### config.mk
export PLATFORM = sky130hd
export DESIGN_NAME = tlb_invalidate_sync
export DESIGN_NICKNAME = d
export VERILOG_FILES = /design/src/logic/tlb_invalidate_sync.v
export VERILOG_INCLUDE_DIRS = /design/src /design/src/logic
export SDC_FILE = /design/constraint.sdc
export NUM_CORES = 1
export LEC_CHECK = 0
export ABC_AREA = 1
export BUFFER_PORTS_ARGS = -buffer_cell sky130_fd_sc_hd__buf_2
export CORE_MARGIN = 2
export CORE_UTILIZATION = 62
export CTS_CLUSTER_SIZE = 25
export DETAILED_ROUTE_END_ITERATION = 10
export PLACE_DENSITY = 0.89
export SYNTH_ARGS = -nofsm -noshare
export SYNTH_HDL_FRONTEND = slang
export SYNTH_SLANG_ARGS = --single-unit
### constraint.sdc
create_clock -name core_clk -period 6.15 [get_ports core_clk]
set_clock_uncertainty 0.2 [all_clocks]
set_input_delay 0 -clock core_clk [delete_from_list [all_inputs] [get_ports core_clk]]
set_output_delay 0 -clock core_clk [all_outputs]
set_load 0.02 [all_outputs]
### src/logic/tlb_inval_map.vh
// Register offsets, field positions, operation codes and reset values of the invalidate block.
`ifndef TLB_INVAL_MAP_VH
`define TLB_INVAL_MAP_VH
// Global register offsets.
`define OFS_CTRL 12'h000
`define OFS_STATUS 12'h004
`define OFS_CACHED_MAP 12'h008
`define OFS_GLOBAL_INVAL_BASE 12'h040
`define OFS_GLOBAL_INVAL_LAST 12'h068
`define OFS_GSYNC_TRIG_SEC 12'h080
`define OFS_GSYNC_STATE_SEC 12'h084
`define OFS_GSYNC_TRIG_NS 12'h088
`define OFS_GSYNC_STATE_NS 12'h08c
// Context bank region: base, stride is 0x40, and word offsets inside a bank.
`define CTX_REGION_SEL 4'h1
`define CTX_WORD_SYNC_TRIG 4'h8
`define CTX_WORD_SYNC_STATE 4'h9
// Field positions.
`define CTRL_HINT_LSB 0
`define STATUS_QCOUNT_LSB 0
`define STATUS_OVF_BIT 8
`define STATUS_INFLIGHT_LSB 16
`define SYNC_ACTIVE_BIT 0
`define DATA_PAGE_LSB 12
// Reset values.
`define CTRL_RESET 4'h0
// Operation codes; 0 to 7 are the context bank forms in offset order.
`define OP_CTX_ALL 5'h00
`define OP_CTX_ASID 5'h01
`define OP_CTX_VA 5'h02
`define OP_CTX_VAA 5'h03
`define OP_CTX_VAA_LEAF 5'h04
`define OP_CTX_VA_LEAF 5'h05
`define OP_CTX_IPA 5'h06
`define OP_CTX_IPA_LEAF 5'h07
`define OP_SEC_ALL 5'h08
`define OP_MON_ALL 5'h09
`define OP_HYP_ALL 5'h0a
`define OP_GUEST_ALL 5'h0b
`define OP_MON_VA_LEAF 5'h0c
`define OP_MON_VA 5'h0d
`define OP_HYP_VA 5'h0e
`define OP_HYP_VA_WIDE 5'h0f
`define OP_HYP_VA_WIDE_LEAF 5'h10
`define OP_VMID 5'h11
`define OP_VMID_S1 5'h12
`define OP_FLUSH_ALL 5'h1f
// Translation regimes carried by cached entries.
`define REGIME_GUEST 2'h0
`define REGIME_HYP 2'h1
`define REGIME_SEC 2'h2
`define REGIME_MON 2'h3
`endif

### src/logic/tlb_invalidate_sync.v
// TLB invalidate queue, cached entry store and sync tracking behind an AHB-Lite slave.
//
// Our own choices: register access over AHB-Lite and the placing of the registers.
`timescale 1ns/1ps
`default_nettype none
`include "tlb_inval_map.vh"
module tlb_invalidate_sync (
  // Clock and reset.
  input wire core_clk,
  input wire rst,
  // AHB-Lite slave.
  input wire hsel,
  input wire [11:0] haddr,
  input wire [1:0] htrans,
  input wire hwrite,
  input wire [2:0] hsize,
  input wire [31:0] hwdata,
  input wire hready,
  output reg [31:0] hrdata,
  output wire hreadyout,
  output wire hresp,
  // Broadcast maintenance from the message transport.
  input wire bcast_valid,
  input wire [4:0] bcast_op,
  input wire [1:0] bcast_ctx,
  input wire [31:0] bcast_data,
  output wire bcast_ready,
  // Entry fill from the table walker.
  input wire fill_valid,
  input wire [2:0] fill_idx,
  input wire fill_ext_fault,
  input wire fill_xlat_fault,
  input wire fill_af_fault,
  input wire [1:0] fill_ctx,
  input wire [1:0] fill_regime,
  input wire [7:0] fill_vmid,
  input wire [7:0] fill_asid,
  input wire fill_global,
  input wire [19:0] fill_page,
  input wire [1:0] fill_page_size,
  input wire fill_has_s1,
  input wire fill_has_s2,
  input wire fill_leaf,
  // Translated transaction tracking.
  input wire txn_start,
  input wire txn_done,
  // Cached entry state.
  output reg [7:0] cached_valid
);

  // Processing states.
  localparam ST_IDLE = 2'h0;
  localparam ST_DRAIN = 2'h1;

  // Page compare mask from the size of the page an entry was splintered from.
  function [19:0] page_mask;
    input [1:0] psz;
    begin
      case (psz)
        2'h0: page_mask = 20'hfffff;
        2'h1: page_mask = 20'hffff0;
        2'h2: page_mask = 20'hffe00;
        default: page_mask = 20'h00000;
      endcase
    end
  endfunction

  // Ticket order compare that survives counter wrap: true once done has reached target.
  function ticket_reached;
    input [7:0] done;
    input [7:0] target;
    reg [7:0] diff;
    begin
      diff = target - done;
      ticket_reached = (diff == 8'h00) || diff[7];
    end
  endfunction

  // AHB data phase capture.
  reg dp_write_reg;
  reg [11:0] dp_addr_reg;
  wire addr_phase = hsel && htrans[1] && hready;

  // The slave never stalls, so invalidate writes are taken at full bus rate.
  assign hreadyout = 1'b1;
  assign hresp = 1'b0;

  always @(posedge core_clk) begin
    if (rst) begin
      dp_write_reg <= 1'b0;
      dp_addr_reg <= 12'h000;
    end else begin
      dp_write_reg <= addr_phase && hwrite;
      dp_addr_reg <= haddr;
    end
  end

  // Write decode in the data phase.
  wire in_ctx = (dp_addr_reg[11:8] == `CTX_REGION_SEL);
  wire [1:0] wr_ctx = dp_addr_reg[7:6];
  wire [3:0] ctx_word = dp_addr_reg[5:2];
  wire wr_ctx_inval = dp_write_reg && in_ctx && !ctx_word[3];
  wire wr_ctx_sync = dp_write_reg && in_ctx && (ctx_word == `CTX_WORD_SYNC_TRIG);
  wire wr_glb_inval = dp_write_reg && (dp_addr_reg >= `OFS_GLOBAL_INVAL_BASE) &&
    (dp_addr_reg <= `OFS_GLOBAL_INVAL_LAST);
  wire [11:0] glb_rel = dp_addr_reg - `OFS_GLOBAL_INVAL_BASE;
  wire wr_gsync_sec = dp_write_reg && (dp_addr_reg == `OFS_GSYNC_TRIG_SEC);
  wire wr_gsync_ns = dp_write_reg && (dp_addr_reg == `OFS_GSYNC_TRIG_NS);
  wire wr_ctrl = dp_write_reg && (dp_addr_reg == `OFS_CTRL);
  wire bus_inval = wr_ctx_inval || wr_glb_inval;

  // Control register holding the private ASID hint per bank.
  reg [3:0] hint_reg;
  always @(posedge core_clk) begin
    if (rst) begin
      hint_reg <= `CTRL_RESET;
    end else if (wr_ctrl) begin
      hint_reg <= hwdata[`CTRL_HINT_LSB+3:`CTRL_HINT_LSB];
    end
  end

  // Broadcasts yield to a bus invalidate write in the same cycle; ASID-naming ones may be dropped.
  assign bcast_ready = !bus_inval;
  wire bcast_names_asid = (bcast_op == `OP_CTX_ASID) || (bcast_op == `OP_CTX_VA) ||
    (bcast_op == `OP_CTX_VA_LEAF);
  wire bcast_drop = bcast_names_asid && hint_reg[bcast_ctx];
  wire bcast_push = bcast_valid && bcast_ready && !bcast_drop;

  // Selected push source.
  wire push = bus_inval || bcast_push;
  wire [4:0] push_op = wr_ctx_inval ? {2'b00, ctx_word[2:0]} :
    wr_glb_inval ? (`OP_SEC_ALL + glb_rel[6:2]) : bcast_op;
  wire [1:0] push_ctx = bus_inval ? wr_ctx : bcast_ctx;
  wire [31:0] push_data = bus_inval ? hwdata : bcast_data;

  // Posted operation queue; each operation carries the ticket it was issued with.
  reg [46:0] q_mem [0:3];
  reg [1:0] q_wr_reg;
  reg [1:0] q_rd_reg;
  reg [2:0] q_count_reg;
  reg [7:0] issued_reg;
  reg [7:0] done_reg;
  reg ovf_reg;
  reg [7:0] ovf_ticket_reg;
  reg [1:0] state_reg;
  reg [7:0] proc_ticket_reg;
  reg [7:0] drain_reg;
  reg [7:0] inflight_reg;
  integer i;

  wire [7:0] next_ticket = issued_reg + 8'h01;
  // Once the queue is full, later posts fold into one flush so no write is ever refused.
  wire push_to_ovf = push && (ovf_reg || (q_count_reg == 3'h4));
  wire push_to_q = push && !push_to_ovf;
  wire q_empty = (q_count_reg == 3'h0);
  wire start_q = (state_reg == ST_IDLE) && !q_empty;
  wire start_ovf = (state_reg == ST_IDLE) && q_empty && ovf_reg;
  // A post that joins a pending flush reuses its ticket, so few tickets are ever open
  // and a long flood of posts cannot fool the wrap-safe compare of sync targets.
  wire fold_post = push_to_ovf && ovf_reg && !start_ovf;
  wire new_ticket = push && !fold_post;
  wire [46:0] q_head = q_mem[q_rd_reg];
  wire [4:0] cur_op = start_ovf ? `OP_FLUSH_ALL : q_head[46:42];
  wire [1:0] cur_ctx = q_head[41:40];
  wire [31:0] cur_data = q_head[39:8];
  wire in_flight_change = txn_start ^ txn_done;

  // Queue, ticket and overflow bookkeeping.
  always @(posedge core_clk) begin
    if (rst) begin
      q_wr_reg <= 2'h0;
      q_rd_reg <= 2'h0;
      q_count_reg <= 3'h0;
      issued_reg <= 8'h00;
      ovf_reg <= 1'b0;
      ovf_ticket_reg <= 8'h00;
      for (i = 0; i < 4; i = i + 1) begin
        q_mem[i] <= 47'h0;
      end
    end else begin
      if (new_ticket) begin
        issued_reg <= next_ticket;
      end
      // Posting only records the operation; completion shows through a later sync.
      if (push_to_q) begin
        q_mem[q_wr_reg] <= {push_op, push_ctx, push_data, next_ticket};
        q_wr_reg <= q_wr_reg + 2'h1;
      end
      if (start_q) begin
        q_rd_reg <= q_rd_reg + 2'h1;
      end
      q_count_reg <= q_count_reg + {2'b00, push_to_q} - {2'b00, start_q};
      // A new overflow post wins over the flush start that clears the flag.
      if (push_to_ovf) begin
        ovf_reg <= 1'b1;
        if (!fold_post) begin
          ovf_ticket_reg <= next_ticket;
        end
      end else if (start_ovf) begin
        ovf_reg <= 1'b0;
      end
    end
  end

  // Per-entry kill decision for the operation being applied.
  reg [7:0] kill_vec;
  reg [1:0] e_ctx [0:7];
  reg [1:0] e_regime [0:7];
  reg [7:0] e_vmid [0:7];
  reg [7:0] e_asid [0:7];
  reg [7:0] e_global;
  reg [19:0] e_page [0:7];
  reg [1:0] e_psz [0:7];
  reg [7:0] e_s1;
  reg [7:0] e_s2;
  reg [7:0] e_leaf;
  reg va_hit;
  reg asid_hit;
  reg ctx_hit;
  integer k;

  always @* begin
    kill_vec = 8'h00;
    va_hit = 1'b0;
    asid_hit = 1'b0;
    ctx_hit = 1'b0;
    for (k = 0; k < 8; k = k + 1) begin
      // Page match against the original page covers every splintered piece.
      va_hit = ((e_page[k] ^ cur_data[31:`DATA_PAGE_LSB]) & page_mask(e_psz[k])) ==
        20'h00000;
      asid_hit = (e_asid[k] == cur_data[7:0]);
      ctx_hit = (e_ctx[k] == cur_ctx) && e_s1[k];
      case (cur_op)
        // Bank stage 1 forms hit only entries carrying that bank's stage 1 data.
        `OP_CTX_ALL: kill_vec[k] = ctx_hit;
        `OP_CTX_ASID: kill_vec[k] = ctx_hit && asid_hit;
        `OP_CTX_VA: kill_vec[k] = ctx_hit && va_hit && (asid_hit || e_global[k]);
        `OP_CTX_VAA: kill_vec[k] = ctx_hit && va_hit;
        `OP_CTX_VAA_LEAF: kill_vec[k] = ctx_hit && va_hit && e_leaf[k];
        `OP_CTX_VA_LEAF: kill_vec[k] = ctx_hit && va_hit && e_leaf[k] &&
          (asid_hit || e_global[k]);
        // IPA forms hit stage 2 or combined entries of the bank.
        `OP_CTX_IPA: kill_vec[k] = (e_ctx[k] == cur_ctx) && e_s2[k] &&
          (va_hit || e_s1[k]);
        `OP_CTX_IPA_LEAF: kill_vec[k] = (e_ctx[k] == cur_ctx) && e_s2[k] &&
          (va_hit || e_s1[k]) && e_leaf[k];
        // Global forms act on stage 1 information of their regime, except guest-all and the VMID form, which also hit stage 2 entries.
        `OP_SEC_ALL: kill_vec[k] = e_s1[k] && (e_regime[k] == `REGIME_SEC);
        `OP_MON_ALL: kill_vec[k] = e_s1[k] && (e_regime[k] == `REGIME_MON);
        `OP_HYP_ALL: kill_vec[k] = e_s1[k] && (e_regime[k] == `REGIME_HYP);
        `OP_GUEST_ALL: kill_vec[k] = (e_regime[k] == `REGIME_GUEST);
        `OP_MON_VA_LEAF: kill_vec[k] = e_s1[k] && (e_regime[k] == `REGIME_MON) &&
          va_hit && e_leaf[k];
        `OP_MON_VA: kill_vec[k] = e_s1[k] && (e_regime[k] == `REGIME_MON) && va_hit;
        `OP_HYP_VA: kill_vec[k] = e_s1[k] && (e_regime[k] == `REGIME_HYP) && va_hit;
        `OP_HYP_VA_WIDE: kill_vec[k] = e_s1[k] && (e_regime[k] == `REGIME_HYP) && va_hit;
        `OP_HYP_VA_WIDE_LEAF: kill_vec[k] = e_s1[k] && (e_regime[k] == `REGIME_HYP) &&
          va_hit && e_leaf[k];
        `OP_VMID: kill_vec[k] = (e_regime[k] == `REGIME_GUEST) &&
          (e_vmid[k] == cur_data[7:0]);
        `OP_VMID_S1: kill_vec[k] = e_s1[k] && (e_regime[k] == `REGIME_GUEST) &&
          (e_vmid[k] == cur_data[7:0]);
        `OP_FLUSH_ALL: kill_vec[k] = 1'b1;
        default: kill_vec[k] = 1'b0;
      endcase
    end
  end

  // Entry store; the discard of an operation is applied in the cycle it leaves the queue.
  wire fill_ok = fill_valid && !fill_ext_fault && !fill_xlat_fault && !fill_af_fault;
  wire applying = start_q || start_ovf;
  integer j;

  always @(posedge core_clk) begin
    if (rst) begin
      cached_valid <= 8'h00;
      e_global <= 8'h00;
      e_s1 <= 8'h00;
      e_s2 <= 8'h00;
      e_leaf <= 8'h00;
      for (j = 0; j < 8; j = j + 1) begin
        e_ctx[j] <= 2'h0;
        e_regime[j] <= 2'h0;
        e_vmid[j] <= 8'h00;
        e_asid[j] <= 8'h00;
        e_page[j] <= 20'h00000;
        e_psz[j] <= 2'h0;
      end
    end else begin
      for (j = 0; j < 8; j = j + 1) begin
        // A fill that arrives while its slot is discarded still lands afterwards.
        if (fill_ok && (fill_idx == j[2:0])) begin
          cached_valid[j] <= 1'b1;
          e_ctx[j] <= fill_ctx;
          e_regime[j] <= fill_regime;
          e_vmid[j] <= fill_vmid;
          e_asid[j] <= fill_asid;
          e_global[j] <= fill_global;
          e_page[j] <= fill_page;
          e_psz[j] <= fill_page_size;
          e_s1[j] <= fill_has_s1;
          e_s2[j] <= fill_has_s2;
          e_leaf[j] <= fill_leaf;
        end else if (applying && kill_vec[j]) begin
          cached_valid[j] <= 1'b0;
        end
      end
    end
  end

  // In-flight count; a nested stage 1 descriptor fetch is reported as one transaction.
  always @(posedge core_clk) begin
    if (rst) begin
      inflight_reg <= 8'h00;
    end else if (in_flight_change && txn_start) begin
      inflight_reg <= inflight_reg + 8'h01;
    end else if (in_flight_change && (inflight_reg != 8'h00)) begin
      inflight_reg <= inflight_reg - 8'h01;
    end
  end

  // Completion: after the discard, wait for every transaction older than the discard.
  // Completions are assumed to retire oldest first, so counting them down suffices.
  always @(posedge core_clk) begin
    if (rst) begin
      state_reg <= ST_IDLE;
      proc_ticket_reg <= 8'h00;
      drain_reg <= 8'h00;
      done_reg <= 8'h00;
    end else begin
      case (state_reg)
        ST_IDLE: begin
          if (applying) begin
            proc_ticket_reg <= start_ovf ? ovf_ticket_reg : q_head[7:0];
            drain_reg <= (txn_done && (inflight_reg != 8'h00)) ? inflight_reg - 8'h01 :
              inflight_reg;
            state_reg <= ST_DRAIN;
          end
        end
        ST_DRAIN: begin
          if (drain_reg == 8'h00) begin
            done_reg <= proc_ticket_reg;
            state_reg <= ST_IDLE;
          end else if (txn_done) begin
            drain_reg <= drain_reg - 8'h01;
          end
        end
        default: begin
          state_reg <= ST_IDLE;
        end
      endcase
    end
  end

  // Sync targets. Because operations retire in issue order, a bank sync also
  // completes older operations of other banks; that is a stronger guarantee.
  reg [7:0] ctx_target [0:3];
  reg [3:0] ctx_active_reg;
  reg [7:0] gsync_target_sec_reg;
  reg [7:0] gsync_target_ns_reg;
  reg gsync_active_sec_reg;
  reg gsync_active_ns_reg;
  wire [7:0] sync_ticket = new_ticket ? next_ticket : issued_reg;
  integer c;

  always @(posedge core_clk) begin
    if (rst) begin
      ctx_active_reg <= 4'h0;
      gsync_target_sec_reg <= 8'h00;
      gsync_target_ns_reg <= 8'h00;
      gsync_active_sec_reg <= 1'b0;
      gsync_active_ns_reg <= 1'b0;
      for (c = 0; c < 4; c = c + 1) begin
        ctx_target[c] <= 8'h00;
      end
    end else begin
      for (c = 0; c < 4; c = c + 1) begin
        // A new sync write wins over completion of the previous one.
        if (wr_ctx_sync && (wr_ctx == c[1:0])) begin
          ctx_target[c] <= issued_reg;
          ctx_active_reg[c] <= 1'b1;
        end else if (ticket_reached(done_reg, ctx_target[c])) begin
          ctx_active_reg[c] <= 1'b0;
        end
      end
      // Global syncs wait on every ticket issued, bank or global, before the write.
      if (wr_gsync_sec) begin
        gsync_target_sec_reg <= sync_ticket;
        gsync_active_sec_reg <= 1'b1;
      end else if (ticket_reached(done_reg, gsync_target_sec_reg)) begin
        gsync_active_sec_reg <= 1'b0;
      end
      if (wr_gsync_ns) begin
        gsync_target_ns_reg <= sync_ticket;
        gsync_active_ns_reg <= 1'b1;
      end else if (ticket_reached(done_reg, gsync_target_ns_reg)) begin
        gsync_active_ns_reg <= 1'b0;
      end
    end
  end

  // Read data is prepared in the address phase so reads take no wait state.
  reg [31:0] rd_next;
  wire [1:0] rd_ctx = haddr[7:6];
  always @* begin
    rd_next = 32'h00000000;
    if (haddr[11:8] == `CTX_REGION_SEL) begin
      if (haddr[5:2] == `CTX_WORD_SYNC_STATE) begin
        rd_next[`SYNC_ACTIVE_BIT] = ctx_active_reg[rd_ctx];
      end
    end else begin
      case (haddr)
        `OFS_CTRL: rd_next[`CTRL_HINT_LSB+3:`CTRL_HINT_LSB] = hint_reg;
        `OFS_STATUS: begin
          rd_next[`STATUS_QCOUNT_LSB+2:`STATUS_QCOUNT_LSB] = q_count_reg;
          rd_next[`STATUS_OVF_BIT] = ovf_reg;
          rd_next[`STATUS_INFLIGHT_LSB+7:`STATUS_INFLIGHT_LSB] = inflight_reg;
        end
        `OFS_CACHED_MAP: rd_next[7:0] = cached_valid;
        `OFS_GSYNC_STATE_SEC: rd_next[`SYNC_ACTIVE_BIT] = gsync_active_sec_reg;
        `OFS_GSYNC_STATE_NS: rd_next[`SYNC_ACTIVE_BIT] = gsync_active_ns_reg;
        default: rd_next = 32'h00000000;
      endcase
    end
  end

  always @(posedge core_clk) begin
    if (rst) begin
      hrdata <= 32'h00000000;
    end else if (addr_phase && !hwrite) begin
      hrdata <= rd_next;
    end
  end

endmodule // tlb_invalidate_sync
`default_nettype wire

==> results.cfg <==
[run_status]
status = complete, but fails checks
violations = DRC

[global_routing]
grt_start_max_net_pins = 89
grt_pass1_wl_um = 165000
antenna_found_initial = 2
grt.total_usage = 0.353
gr-total-overflow = 0
grt_pass1_vias = 31058

[routing]
dr_total_vias = 31884
via_per_inst = 5.89
ant_nets = 0
first_pass_iters = 11
drtIter0Drc = 4024
wl_per_cell_um = 20.0
finalWirelength_um = 108000
drc = 1

[power]
p_total_uw = 15400
power_density_nw_per_um2 = 367
p_leak_uw = 0.0181
peakVddDrop_mv = 0.333

[logic_synthesis]
synth-seq-cells = 695
synthesis.area_um2 = 36800
yosysTopAreaCellShare = 0.441
synth_cells = 4277
ys_types = 57
synth.top_cells.by_area = edfxtp_1, nand2_1, dfxtp_1
avgSynthCellArea_um2 = 8.60
synth_ff_type = edfxtp_1
ys.warnings.count = 0
yosysMostFrequentCell = nand2_1
synth-seq-area-share = 0.526
synth.largest_area_cell = edfxtp_1
synth-edff-count = 540
synthTopCellsByCount = nand2_1, nor2_1, inv_1, edfxtp_1, nand3_1
async_flop_share = 0

[sta]
setup_violations = 0
worstMarginPinSlew_ps = 1180
fin_setup_tns_ps = 0
finalCritPeriodShare = 0.728
fmax_mhz = 223
rsz0062_at_grt = no
maxSlewViolCount = 0
hold_viol_final = 0
layout_min_cycle_time_ps = 4480
relSlewSlack = 0.203

[setup_path]
start_kind = input port
crit_path_end_kind = flip-flop
worstPathMaxFanout = 27
critPathLaunch = fill_af_fault
reg2reg_from = dp_addr_reg[6]
worstPathRequired_ps = 6220
arrival_ps = 4550
path_class = in2reg

[placed_design]
hpwl_um = 69800
io_buffers = 162
dpl_cell_area_um2 = 38000
place.gp.congestion = 0.997

[min_path]
hold_path_class = in2reg
hp-start = fill_regime[1]

[finish]
synthToLayoutAreaGrowth_pct = 14.3
nNetsFinal = 4784
largest_register_ff_count = 172
fillers = 4053
final_area_um2 = 42000
drive_above_1_share = 0.101
largest-register = q_mem
largestRegisters = q_mem (172), e_page (160)

[run]
drv_cap = 0

[clock_tree]
cts_buffer_depth = 3
clock_sinks = 695
cts_buffers = 73
h-tree-depth = 3
cts.clk_slew.worst_paths_ps = 60
clk_latency_ps = 640
cts_root_buf = clkbuf_16
cts_tree = done

[die]
initial_utilization = 0.625
coreArea_um2 = 58800
dieArea_um2 = 61300
io_pins = 192
die_h_um = 248
die_w_um = 248
num_rows = 89
cells in the final DEF (no fill, tap or decap), drive strengths merged, types with 124 or more instances in the layout:
master / count
a21oi: 124
buf: 190
dfxtp: 155
dlygate4sd3: 166
edfxtp: 540
inv: 592
nand2: 882
nand3: 329
nor2: 780
o21ai: 179
xor2: 131
logic make-up after synthesis:
kind of cell	count (synthesis)	share of synthesized area
buf+inv	743	0.0835
xor+xnor	201	0.0481
compound gates	410	0.0626
mux	28	0.00858
simple gates	2139	0.250
flops	695	0.526
fa+ha+maj	59	0.0215
other cells	2	0.000204
power by group:
| part | switching (µW) | internal, µW |
|---|---|---|
| Clock | 1930 | 2440 |
| Combinational | 3740 | 1620 |
| Sequential | 231 | 5460 |
| Total | 5900 | 9520 |
worst paths after layout:
| path | slack (ps) | to | depth (start not counted) |
|---|---|---|---|
| setup / recovery | 1670 | e_regime[0][3] | 13 |
| hold / removal | 80 | e_regime[1][5] | 4 |
| setup reg to reg | 1880 | q_mem[0][23] | 16 |
| hold reg to reg | 250 | ovf_ticket_reg[0] | 2 |
worst max-delay path: stages:
cell           delay [ps]
dlygate4sd3_1         530
buf_2                 120
nor4_1                140
dlygate4sd3_1         570
inv_1                  50
nor2_1                 70
dlygate4sd3_1         540
inv_1                  70
nor2_1                350
clkinv_1              610
buf_4                 470
nand2_2               490
buf_4                 490
routing by layer:
metal / up-vias / wire (µm) / global-route usage
met5: - / 7 / 0
met3: 455 / 13000 / 0.0737
met1: 14851 / 38400 / 0.438
met2: 2104 / 50100 / 0.573
met4: 2 / 6820 / 0.204
li1: 14472 / - / -
layout make-up:
class / count / area [µm²] / share of cell area
multi-input combinational: 2854 / 14500 / 0.345
tap: 773 / 967 / 0.0230
sequential: 695 / 19300 / 0.460
clock inverter: 38 / 289 / 0.00688
timing repair buffer: 356 / 2690 / 0.0639
clock buffer: 97 / 2030 / 0.0484
antenna: 1 / 2.50 / 0.0000595
inverter: 596 / 2240 / 0.0534
per-stage QoR:
stage,hold WS (ps),utilization,std cells,setup WS [ps]
floorplan,-93.0,-,4292,936
global placement,18.7,0.647,5108,2040
detailed placement,32.3,0.647,5108,1950
CTS,33.8,0.715,5409,1820
global route,91.2,0.715,5410,1500
finish,75.9,0.715,5410,1670
repair_timing:
item	4_1_cts	5_1_grt
setup buffers	0	0
gates resized for setup	0	0
hold endpoints to repair	595	0
hold buffers	166	0
Power figures use the tool's default switching activity.
